--- config.mk ---
export PLATFORM = sky130hd
export DESIGN_NAME = owd_top
export DESIGN_NICKNAME = d
export VERILOG_FILES = /design/src/hw/owd_pkg.sv /design/src/hw/owd_prescaler.sv /design/src/hw/owd_rst_stretch.sv /design/src/hw/owd_top.sv
export VERILOG_INCLUDE_DIRS = /design/src /design/src/hw
export SDC_FILE = /design/constraint.sdc
export NUM_CORES = 1
export LEC_CHECK = 0
export BUFFER_PORTS_ARGS = -buffer_cell sky130_fd_sc_hd__buf_2
export CORE_MARGIN = 2
export CORE_UTILIZATION = 54
export DETAILED_ROUTE_END_ITERATION = 6
export PLACE_DENSITY = 0.79
export RECOVER_POWER = 100
export SETUP_SLACK_MARGIN = 0.1
export SYNTH_ARGS = -nofsm -noshare
export SYNTH_HDL_FRONTEND = slang
export SYNTH_SLANG_ARGS = --single-unit
export TNS_END_PERCENT = 50
--- constraint.sdc ---
create_clock -name sys_clk -period 2.1 [get_ports sys_clk]
set_clock_uncertainty 0.05 [all_clocks]
set_input_delay 0.42 -clock sys_clk [delete_from_list [all_inputs] [get_ports sys_clk]]
set_output_delay 0.42 -clock sys_clk [all_outputs]
set_load 0.02 [all_outputs]
--- src/hw/owd_cfg.svh ---
// owd_cfg.svh: addresses, field positions, reset values and counts
// for the operating watchdog; definitions only, included by bare name
`ifndef OWD_CFG_SVH
`define OWD_CFG_SVH

// cpu bus addresses
`define OWD_SERVICE_ADDR    16'hffff
`define OWD_CONFIG_ADDR     16'h001f

// system_configuration_one field positions
`define OWD_RATE_BIT        0
`define OWD_STOPDIS_BIT     1
`define OWD_DISABLE_BIT     4
`define OWD_CONFIG_RESET    8'h00

// counter geometry
`define OWD_PRE_WIDTH       12
`define OWD_CNT_WIDTH       6
`define OWD_KEEP_STAGES     4
// prescaler bits whose carry clocks the counter, per rate
`define OWD_SHORT_TAP       7
`define OWD_LONG_TAP        12

// timing counts in internal_osc_clock cycles
`define OWD_POR_CLEAR_CYC   4096
`define OWD_PIN_LOW_CYC     32

`endif

--- src/hw/owd_pkg.sv ---
// owd_pkg: types shared by the operating watchdog modules
// assumes owd_cfg.svh supplies the numeric constants
package owd_pkg;

    // watchdog operating state
    typedef enum logic [1:0] {
        OWD_RUN,
        OWD_STOP,
        OWD_FIRE
    } owd_mode_type;

endpackage

--- src/hw/owd_prescaler.sv ---
// owd_prescaler: prescaler with count enable, full and partial clears
// assumes one clock; clears are synchronous to sys_clk
`timescale 1ns/1ps
`include "owd_cfg.svh"

module owd_prescaler #(
    parameter int WIDTH = `OWD_PRE_WIDTH,
    parameter int KEEP  = `OWD_KEEP_STAGES
) (
    input  wire logic             sys_clk,    // internal_osc_clock
    input  wire logic             rst,        // sync reset, high
    input  wire logic             clr_all,    // clear every stage
    input  wire logic             clr_upper,  // clear stages above KEEP
    input  wire logic             run,        // count enable
    output logic [WIDTH-1:0]      count       // prescaler value
);

    // count, full clear beats the partial clear
    always_ff @(posedge sys_clk) begin
        if (rst || clr_all) begin
            count <= '0;
        end else if (clr_upper) begin
            count <= {{(WIDTH-KEEP){1'b0}}, count[KEEP-1:0]};
        end else if (run) begin
            count <= count + 1'b1;
        end
    end

endmodule // owd_prescaler

--- src/hw/owd_rst_stretch.sv ---
// owd_rst_stretch: holds the reset pin low for a fixed cycle count
// assumes start is a one-cycle pulse; restarts while busy are ignored
`timescale 1ns/1ps
`include "owd_cfg.svh"

module owd_rst_stretch #(
    parameter int CYCLES = `OWD_PIN_LOW_CYC
) (
    input  wire logic sys_clk,   // clock
    input  wire logic rst,       // sync reset, high
    input  wire logic start,     // begin a stretched pulse
    output logic      active     // high for CYCLES cycles
);

    localparam int CW = $clog2(CYCLES + 1);

    logic [CW-1:0] left_r;       // cycles still to hold

    // load on start, count down to zero
    always_ff @(posedge sys_clk) begin
        if (rst) begin
            left_r <= '0;
        end else if (start && left_r == '0) begin
            left_r <= CW'(CYCLES);
        end else if (left_r != '0) begin
            left_r <= left_r - 1'b1;
        end
    end

    assign active = (left_r != '0);

endmodule // owd_rst_stretch

--- src/hw/owd_top.sv ---
// owd_top: operating watchdog with prescaler, counter and reset output
// assumes cpu bus strobes and mode inputs are synchronous to sys_clk
`timescale 1ns/1ps
`include "owd_cfg.svh"

module owd_top #(
    parameter int PRE_W   = `OWD_PRE_WIDTH,
    parameter int CNT_W   = `OWD_CNT_WIDTH,
    parameter int POR_CYC = `OWD_POR_CLEAR_CYC,
    parameter int PIN_CYC = `OWD_PIN_LOW_CYC
) (
    input  wire logic        sys_clk,         // internal_osc_clock
    input  wire logic        rst,             // internal reset, high
    input  wire logic        por,             // power-on reset, high
    input  wire logic [15:0] bus_addr,        // cpu address
    input  wire logic        bus_wr,          // cpu write strobe
    input  wire logic        bus_rd,          // cpu read strobe
    input  wire logic [7:0]  bus_wdata,       // cpu write data
    output logic      [7:0]  bus_rdata,       // cpu read data
    input  wire logic [7:0]  reset_vec_lo,    // reset vector low byte
    input  wire logic        vector_fetch,    // reset vector fetch
    input  wire logic        stop_exec,       // stop instruction pulse
    input  wire logic        stop_wake,       // wake from stop
    input  wire logic        wait_mode,       // cpu in wait mode
    input  wire logic        monitor_entry,   // monitor mode entered
    input  wire logic        blank_vectors,   // reset vectors erased
    input  wire logic        irq_pin_tst,     // test voltage on irq pin
    input  wire logic        rst_pin_tst,     // test voltage on rst pin
    input  wire logic        break_state,     // break interrupt active
    output logic             sys_reset_req,   // watchdog system reset
    output logic             rst_pin_out,     // reset pin output level
    output logic             rst_pin_oe,      // reset pin drive enable
    output logic             cause_watchdog,  // reset cause flag
    output logic             illegal_op_rst,  // illegal opcode reset
    output logic             stop_mode        // watchdog clock gated
);

    localparam logic [PRE_W-1:0] LONG_MASK  = '1;
    localparam logic [PRE_W-1:0] SHORT_MASK =
        PRE_W'((1 << `OWD_SHORT_TAP) - 1);
    localparam int PCW = $clog2(POR_CYC + 1);

    // decode of one cpu address against the bus
    function automatic logic hit(input logic [15:0] a,
                                 input logic [15:0] match);
        hit = (a == match);
    endfunction

    owd_pkg::owd_mode_type mode_r;        // operating state
    logic [7:0]        config_r;          // system_configuration_one
    logic [CNT_W-1:0]  cnt_r;             // watchdog counter
    logic [PRE_W-1:0]  pre;               // prescaler value
    logic [PCW-1:0]    por_cnt_r;         // cycles since power-up
    logic              por_armed_r;       // power-up clear pending
    logic              por_clr;           // one-shot power-up clear
    logic              mon_tst_r;         // monitor by test voltage
    logic              mon_blank_r;       // monitor by blank vectors
    logic              service_r;         // registered service write
    logic              cause_r;           // cause flag
    logic              illegal_r;         // illegal opcode pulse
    logic [7:0]        rdata_r;           // read data
    logic              enabled;           // watchdog allowed to run
    logic              run;               // prescaler advances
    logic [PRE_W-1:0]  tap_mask;          // prescaler bits per tick
    logic              tick;              // counter advances
    logic              overflow;          // timeout reached
    logic              fire;              // start watchdog reset
    logic              pin_low;           // stretched reset active
    logic              stop_enter;        // stop mode accepted
    logic              svc_wr;            // service write this cycle

    // service write detection
    assign svc_wr = bus_wr && hit(bus_addr, `OWD_SERVICE_ADDR);

    // service write acts on the next edge
    always_ff @(posedge sys_clk) begin
        if (rst) begin
            service_r <= 1'b0;
        end else begin
            service_r <= svc_wr;
        end
    end

    // configuration register write
    always_ff @(posedge sys_clk) begin
        if (rst) begin
            config_r <= `OWD_CONFIG_RESET;
        end else if (bus_wr && hit(bus_addr, `OWD_CONFIG_ADDR)) begin
            config_r <= bus_wdata;
        end
    end

    // read data, service address returns the vector byte
    always_ff @(posedge sys_clk) begin
        if (rst) begin
            rdata_r <= 8'h00;
        end else if (bus_rd) begin
            if (hit(bus_addr, `OWD_SERVICE_ADDR)) begin
                rdata_r <= reset_vec_lo;
            end else if (hit(bus_addr, `OWD_CONFIG_ADDR)) begin
                rdata_r <= config_r;
            end else begin
                rdata_r <= 8'h00;
            end
        end
    end

    assign bus_rdata = rdata_r;

    // power-up delay before the prescaler clear
    always_ff @(posedge sys_clk) begin
        if (por) begin
            por_cnt_r   <= '0;
            por_armed_r <= 1'b1;
        end else if (por_armed_r) begin
            por_cnt_r <= por_cnt_r + 1'b1;
            if (por_clr) begin
                por_armed_r <= 1'b0;
            end
        end
    end

    assign por_clr = por_armed_r && (por_cnt_r == PCW'(POR_CYC - 1));

    // monitor mode disable latches
    always_ff @(posedge sys_clk) begin
        if (por) begin
            mon_tst_r   <= 1'b0;
            mon_blank_r <= 1'b0;
        end else begin
            if (monitor_entry && irq_pin_tst) begin
                mon_tst_r <= 1'b1;
            end else if (!irq_pin_tst && !rst_pin_tst) begin
                mon_tst_r <= 1'b0;
            end
            if (monitor_entry && blank_vectors && !irq_pin_tst) begin
                mon_blank_r <= 1'b1;
            end
        end
    end

    // overall enable; wait mode is deliberately not a term
    assign enabled = !config_r[`OWD_DISABLE_BIT]
                  && !mon_tst_r
                  && !mon_blank_r
                  && !(break_state && rst_pin_tst);

    // stop gating
    assign stop_enter = stop_exec && !config_r[`OWD_STOPDIS_BIT];
    assign run = enabled && (mode_r == owd_pkg::OWD_RUN);

    owd_prescaler #(
        .WIDTH (PRE_W),
        .KEEP  (`OWD_KEEP_STAGES)
    ) u_pre (
        .sys_clk   (sys_clk),
        .rst       (rst),
        .clr_all   (stop_enter || por_clr || vector_fetch
                    || fire || !enabled),
        .clr_upper (service_r),
        .run       (run),
        .count     (pre)
    );

    // counter tick on carry out of the selected stage
    assign tap_mask = config_r[`OWD_RATE_BIT] ? SHORT_MASK : LONG_MASK;
    assign tick = run && ((pre & tap_mask) == tap_mask);

    // final wrap comes 2^4 cycles early so timeout is 2^n - 2^4
    assign overflow = run && (cnt_r == '1)
        && ((pre & tap_mask) == (tap_mask & ~PRE_W'(15)));

    assign fire = overflow && !service_r;

    // watchdog counter
    always_ff @(posedge sys_clk) begin
        if (rst || service_r || fire || !enabled) begin
            cnt_r <= '0;
        end else if (tick) begin
            cnt_r <= cnt_r + 1'b1;
        end
    end

    // operating state
    always_ff @(posedge sys_clk) begin
        if (rst) begin
            mode_r <= owd_pkg::OWD_RUN;
        end else begin
            case (mode_r)
                owd_pkg::OWD_RUN: begin
                    if (fire) begin
                        mode_r <= owd_pkg::OWD_FIRE;
                    end else if (stop_enter) begin
                        mode_r <= owd_pkg::OWD_STOP;
                    end
                end
                owd_pkg::OWD_STOP: begin
                    if (stop_wake) begin
                        mode_r <= owd_pkg::OWD_RUN;
                    end
                end
                owd_pkg::OWD_FIRE: begin
                    if (!pin_low) begin
                        mode_r <= owd_pkg::OWD_RUN;
                    end
                end
                default: begin
                    mode_r <= owd_pkg::OWD_RUN;
                end
            endcase
        end
    end

    assign stop_mode = (mode_r == owd_pkg::OWD_STOP);

    // pin pulse; only power-on clears it, so rst cannot cut it short
    owd_rst_stretch #(
        .CYCLES (PIN_CYC)
    ) u_stretch (
        .sys_clk (sys_clk),
        .rst     (por),
        .start   (fire),
        .active  (pin_low)
    );

    // reset outputs; the watchdog has no interrupt request output
    assign sys_reset_req = pin_low;
    assign rst_pin_oe    = pin_low;
    assign rst_pin_out   = 1'b0;

    // cause flag, set wins over the power-on clear
    always_ff @(posedge sys_clk) begin
        if (fire) begin
            cause_r <= 1'b1;
        end else if (por) begin
            cause_r <= 1'b0;
        end
    end

    assign cause_watchdog = cause_r;

    // illegal opcode reset when stop is disabled
    always_ff @(posedge sys_clk) begin
        if (rst) begin
            illegal_r <= 1'b0;
        end else begin
            illegal_r <= stop_exec && config_r[`OWD_STOPDIS_BIT];
        end
    end

    assign illegal_op_rst = illegal_r;
endmodule // owd_top

==> results.md, run 1 <==
* First-pass GRT wire length at 9335 µm
* Leakage power at 1.303 nW
* Xor and xnor fraction of the mapped netlist area at 0.09286
* Row count at 25
* M2 GR Usage at 0.3626
* Wire per inst at 12.72 µm
* Fmax at roughly 530 MHz
* Yosys cell types at 42
* Layout cells sized above 1 at 0.2005
* Placed wire-length estimate at around 4100 µm
* Crit path DAT at 1430 ps
* Cells after synthesis at 298
* Area contributors post-synth: dfxtp_1, nor2_1, xor2_1
* Pwr Density at between 800 and 900 nW/µm²
* CP Class: reg2out
* CP Capture Type: primary output
* Worst slew pin tran at 669.6 ps
* Antenna Nets Post-Route at 0
* Cell Area, Placed at 3100 µm²
* Most common cell in the netlist: dfxtp_1
* Clock buffer depth at 2
* Die Wd at 75.17 µm
* Final instance area at 3298 µm²
* Peak supply drop at 0.0005200 V
* Worst hold path class: in2reg
* Share of the synthesized area in the top cell type at 0.4465
* Post-synthesis sequential area ratio at 0.4465
* Syn Nets at 350
* CTS buffer count at 9
* Synth Cell Area at ~2700 µm²
* Setup Viol. Count Final at 0
* Worst-path fanout max at 4
* Pin count of the biggest net entering global routing at 24
* GR Util met3 at 0.05221
* MaxCap Viol Count at 0
* Synth area leader: dfxtp_1
* Clk Latency, worst-skew pair at about 340 ps
* FFs w/ async S/R, synth at 0
* DR DRC count at 0
* Number of synthesized flops with an enable pin at 0
* Mux share of post-synthesis cell area at 0.04392
* I/O pins at 60
* Status: completed
* Initial drt markers at between 90 and 100
* Synth Flop Type: dfxtp_1
* H-tree levels at 3
* Core Region at 4817 µm²
* Initial Util at 0.5678
* Final TNS setup at 0 ps
* Global route total overflow at 0
* Reg-to-reg slack, setup at 240 ps
* Max-slew violations at 0
* Largest family of logic cells by synthesized area: simple AND/OR/NAND/NOR gates
* Critical Path Source Type: flop
* Slew headroom at 0.5536
* Grt peak-use layer: met2
* Post-layout min period at 1898 ps
* Syn. warnings at 0
* Final GP Congestion at 0.8343
* Die ar. at 5651 µm²
* First-pass detailed-route iteration total at 4
* Worst-path clk slew at 60 ps
* RSZ-0062 raised after global routing: false
* CTS Sinks at 61
* Synth-to-Final Area Change at 20.59%
* Via/cell ratio at 5.252
* Post-synthesis compound-gate area fraction at 0.07823
* Antenna Cells at 0
* Worst endpoint required time at 1630 ps
* Nets at 416
* # port buffers at 57
* Final critical-path share of the clock period at 0.9040
* Initial antenna violation count at 0
* TritonCTS clock tree: built
* Post-Synth Adder-Cell Area at 0.02745
* Final Hold Fails at 0
* Post-Route WL at 5547 µm
* Syn_area_per_cell at 9.178 µm²
* Simple-gate portion of the synthesized area at 0.2823
* DR vias at around 2300
* Root buffer cell: clkbuf_8
* Vias in the first global route at roughly 2200
* GRT met1 Usage at 0.2656
* Final hold slack at 253.2 ps
* Die Y at 75.17 µm
* Post-synth top cells: dfxtp_1, nor2_1, xor2_1, nand2_1
* Number of synthesized register bits at 61
* GR Util All Layers at 0.2220
==> state kept, by name, summed over array words and instances, names as in the netlist <==
name and cells:
por_cnt_r 13, u_pre.count 12, bus_rdata 8, config_r 8, cnt_r 6, u_stretch.left_r 6, mode_r 2, cause_watchdog 1
illegal_op_rst 1, mon_blank_r 1, mon_tst_r 1, por_armed_r 1, service_r 1
==> layout by cell type, fill, tap and decap left out, drive strengths merged, types with 4 or more instances in the layout <==
| master | n |
|---|---|
| inv | 11 |
| or3 | 4 |
| ha | 6 |
| and3 | 7 |
| a221o | 8 |
| buf | 47 |
| and2 | 11 |
| nand4 | 10 |
| xnor2 | 12 |
| nor2 | 50 |
| nor4 | 4 |
| nand3 | 15 |
| nor3 | 12 |
| xor2 | 17 |
| mux2i | 12 |
| o21ai | 4 |
| nand2 | 15 |
| a21oi | 7 |
| dfxtp | 61 |
| clkbuf | 27 |
==> path summary, 6_finish.rpt <==
kind,endpoint,depth (start not counted),startpoint
min,bus_rdata[3]$_SDFFE_PP0P_,2,reset_vec_lo[3]
max,sys_reset_req,5,u_stretch.left_r[0]$_SDFFE_PP0P_
max reg2reg,u_pre.count[9]$_SDFFE_PP0N_,5,config_r[4]$_SDFFE_PP0P_
min reg2reg,cause_watchdog$_SDFFE_PP1P_,2,cause_watchdog$_SDFFE_PP1P_
==> per-stage QoR <==
stage	util	setup WS (ps)	total power, mW	cells
2_1_floorplan	-	297.8	1.658	298
3_3_place_gp	0.6436	46.61	1.751	419
3_5_place_dp	0.6436	52.03	1.770	419
4_1_cts	0.6917	122.8	2.963	435
5_1_grt	0.6847	83.50	3.090	436
6_report	0.6847	201.6	2.936	436
==> logic make-up (layout without fill, tap and decap cells) <==
kind of cell	count (synthesis)	count (layout)
buffers and inverters	18	89
AO/OA/AOI/OAI	29	29
AND/OR/NAND/NOR	142	142
flip-flops	61	61
XOR/XNOR	29	29
other	1	1
adder cells (fa/ha/maj)	6	6
multiplexers	12	12
==> report_power, final <==
part	total, mW	switching [mW]	internal (mW)
Sequential	1.26	0.0471	1.22
Clock	1.16	0.435	0.729
Combinational	0.508	0.284	0.224
==> area by class of cell <==
type / instances / area (µm²)
clock buffers: 12 / 155.1
inverters: 11 / 41.29
clock inverters: 4 / 70.07
repair buffers: 62 / 300.3
fillers: 414 / 1519
multi-input cells: 219 / 1426
well taps: 67 / 83.83
flip-flops and latches: 61 / 1221
==> what timing repair did <==
action,in CTS,in global routing
resized for setup,4,0
hold buffers,0,0
endpoints found under the hold margin,0,0
pin swaps,1,0
setup endpoints to repair,2,2
setup buffers,0,1
==> routing by layer <==
layer | up-vias | wire length (µm)
met4 | 0 | 161
met2 | 51 | 2670
met5 | - | 0
met3 | 15 | 253
li1 | 1173 | -
met1 | 1051 | 2462
==> critical path, stage by stage, from the launching register on <==
cell and delay, ps:
dfxtp_1 350, inv_1 90, ha_1 190, and3b_2 210
inv_2 80, clkbuf_2 170
No activity file was read; power rests on OpenSTA's default activity.
==> inputs of run 2 (changes only) <==
--- a/config.mk
+++ b/config.mk
@@ -7,7 +7,7 @@
 export NUM_CORES = 1
 export LEC_CHECK = 0
 export BUFFER_PORTS_ARGS = -buffer_cell sky130_fd_sc_hd__buf_2
-export CORE_MARGIN = 2
+export CORE_MARGIN = 5
 export CORE_UTILIZATION = 54
 export DETAILED_ROUTE_END_ITERATION = 6
 export PLACE_DENSITY = 0.79
==> results.md, run 2 (same netlist as run 1, synthesis figures left out) <==
* Worst-path cell chain: inv_1 > ha_1 > and3b_1 > inv_2 > clkbuf_2 (was inv_1 > ha_1 > and3b_2 > inv_2 > clkbuf_2)
* CP max-delay cell: dfxtp_1 (unchanged)
* Initial antenna violation count at 0 (unchanged)
* MaxCap Viol Count at 0 (unchanged)
* Worst endpoint required time at 1630 ps (about the same)
* HP Start: reset_vec_lo[0] (was reset_vec_lo[3])
* TritonCTS clock tree: built (unchanged)
* Fillcell total at 433 (was 414)
* Worst-path clk slew at 70 ps (was 60 ps)
* Post-layout min period at 1955 ps (was 1898 ps)
* Hold path depth at 2 (unchanged)
* First-pass detailed-route iteration total at 4 (unchanged)
* CP top delay family: buffers and inverters (was flip-flops)
* Global route total overflow at 0 (unchanged)
* Crit path DAT at 1490 ps (was 1430 ps)
* Comb pwr share at 0.176 (was 0.173)
* Cell count of the worst reg-to-reg path at 5 (unchanged)
* Placed cell count at 422 (was 419)
* GR Util All Layers at 0.1932 (was 0.2220)
* Die ar. at 6589 µm² (was 5651 µm²)
* # port buffers at 57 (unchanged)
* Post-route insts no fill at 438 (was 436)
* Routed length on met1 at 2516 µm (was 2462 µm)
* Biggest register: por_cnt_r (unchanged)
* Psw at 0.7810 mW (was 0.7662 mW)
* Final instance area at 3297 µm² (was 3298 µm²)
* DR WL met2 at 2759 µm (was 2670 µm)
* Placed wire-length estimate at 4236 µm (was 4071 µm)
* Core Region at 5010 µm² (was 4817 µm²)
* First-pass GRT wire length at 9853 µm (was 9335 µm)
* Leakage power at 1.304 nW (was 1.303 nW)
* Internal power at 2.126 mW (was 2.170 mW)
* Layout cells sized above 1 at 0.1984 (was 0.2005)
* Max FFs per register at 13 (unchanged)
* Switching Share at 0.2687 (was 0.2610)
* CTS buffer count at 9 (unchanged)
* Initial Util at 0.5460 (was 0.5678)
* DR DRC count at 0 (unchanged)
* RSZ-0062 raised after global routing: true (was false)
* Cts hold-fix bufs at 0 (unchanged)
* CTS Sinks at 61 (unchanged)
* Vias in the first global route at 2338 (was 2150)
* Antenna Nets Post-Route at 0 (unchanged)
* Synth-to-Final Area Change at 20.54% (was 20.59%)
* Most common cell after layout, fill and taps aside: dfxtp_1 (unchanged)
* Die Y at 81.17 µm (was 75.17 µm)
* Antenna Cells at 0 (unchanged)
* Setup Viol. Count Final at 0 (unchanged)
* Hold path endpoint: bus_rdata[0]$_SDFFE_PP0P_ (was bus_rdata[3]$_SDFFE_PP0P_)
* Cell Area, Placed at 3104 µm² (was 3100 µm²)
* Critical Path Source Type: flop (unchanged)
* Commonest non-fill, non-tap cells in the layout: dfxtp_1, nor2_1, buf_2 (unchanged)
* Max-slew violations at 0 (unchanged)
* DR vias at 2309 (was 2290)
* Worst-path fanout max at 5 (was 4)
* Pwr Density at 881.7 nW/µm² (was 890.1 nW/µm²)
* Top Registers: por_cnt_r x13, u_pre.count x12 (unchanged)
* Worst slew pin tran at 618.6 ps (was 669.6 ps)
* CP Class: reg2out (unchanged)
* Clk Latency, worst-skew pair at 340 ps (about the same)
* Wire per inst at 13.21 µm (was 12.72 µm)
* Die Wd at 81.17 µm (was 75.17 µm)
* Crit-path max cell delay at 360 ps (was 350 ps)
* Row count at 26 (was 25)
* Final GP Congestion at 0.8043 (was 0.8343)
* CP Capture Type: primary output (unchanged)
* Final TNS setup at 0 ps (unchanged)
* Final critical-path share of the clock period at 0.9311 (was 0.9040)
* Via/cell ratio at 5.272 (was 5.252)
* Peak supply drop at 0.0004624 V (was 0.0005200 V)
* Final Hold Fails at 0 (unchanged)
* Clock share of power at 0.390 (was 0.396)
* DR WL met3 at 411 µm (was 253 µm)
* Fmax at 511.4 MHz (was 526.7 MHz)
* Reg-to-reg slack, setup at 180 ps (was 240 ps)
* Pin count of the biggest net entering global routing at 24 (unchanged)
* H-tree levels at 3 (unchanged)
* Status: completed (unchanged)
* I/O pins at 60 (unchanged)
* Slew headroom at 0.5876 (was 0.5536)
* Post-Route WL at 5786 µm (was 5547 µm)
* FF-to-FF End: cnt_r[3]$_SDFFE_PP0P_ (was u_pre.count[9]$_SDFFE_PP0N_)
* Uppermost layer routed: met4 (unchanged)
* Root buffer cell: clkbuf_8 (unchanged)
* Initial drt markers at 93 (was 95)
* Worst hold path class: in2reg (unchanged)
* Nets at 416 (unchanged)
* Sequential Power Share at 0.435 (was 0.431)
* Launching point of the worst reg2reg path: config_r[4]$_SDFFE_PP0P_ (unchanged)
* Crit path buf inv count at 3 (unchanged)
* Clock buffer depth at 2 (unchanged)
## run 2: worst max path at each step
stage | startpoint | end | slack [ps] | depth (start not counted)
CTS | u_stretch.left_r[0]$_SDFFE_PP0P_ | sys_reset_req | 110 | 5
finish | u_stretch.left_r[0]$_SDFFE_PP0P_ | rst_pin_oe | 140 | 5
global placement | rst_pin_tst | u_pre.count[1]$_SDFFE_PP0P_ | 40 | 6
detailed placement | rst_pin_tst | u_pre.count[1]$_SDFFE_PP0P_ | 50 | 6
floorplan | bus_addr[3] | bus_rdata[0]$_SDFFE_PP0P_ | 300 | 5
global route | u_stretch.left_r[0]$_SDFFE_PP0P_ | rst_pin_oe | 70 | 5
## run 2: cell type report
cell class              instances  area (µm²)  share of cell area
multi-input cells             219        1434              0.4349
flip-flops and latches         61        1221              0.3704
repair buffers                 62       300.3             0.09108
clock buffers                  10       137.6             0.04175
well taps                      70       87.58             0.02657
clock inverters                 5       75.07             0.02277
inverters                      11       41.29             0.01252
## run 2: per-stage QoR
step | setup WS (ps) | hold slack (ps) | utilization | total power, mW
after floorplan | 297.8 | 403.9 | - | 1.658
after global placement | 44.68 | 408.9 | 0.6196 | 1.761
after detailed placement | 45.22 | 414.8 | 0.6196 | 1.775
after CTS | 107.0 | 241.6 | 0.6633 | 2.933
after global routing | 66.02 | 247.5 | 0.6581 | 3.037
final | 144.6 | 253.1 | 0.6581 | 2.907
## run 2: timing repair
| item | in CTS | in global routing |
|---|---|---|
| buffers inserted | 0 | 1 |
| endpoints found under the setup margin | 2 | 3 |
| gates resized for setup | 4 | 1 |
## run 2: metal layers
metal / GRT usage / vias to the layer above
li1: - / 1176
met1: 0.2158 / 1062
met2: 0.3300 / 63
met3: 0.06430 / 8
met4: 0.09122 / 0
met5: 0 / -
## run 2: power by group through the flow
| stage | Sequential [mW] | Combinational, mW | Clock [mW] |
|---|---|---|---|
| after CTS | 1.26 | 0.518 | 1.15 |
| after global placement | 1.29 | 0.474 | 0 |
| after detailed placement | 1.29 | 0.486 | 0 |
| after global routing | 1.27 | 0.568 | 1.20 |
| after floorplan | 1.28 | 0.381 | 0 |
| final | 1.26 | 0.511 | 1.13 |
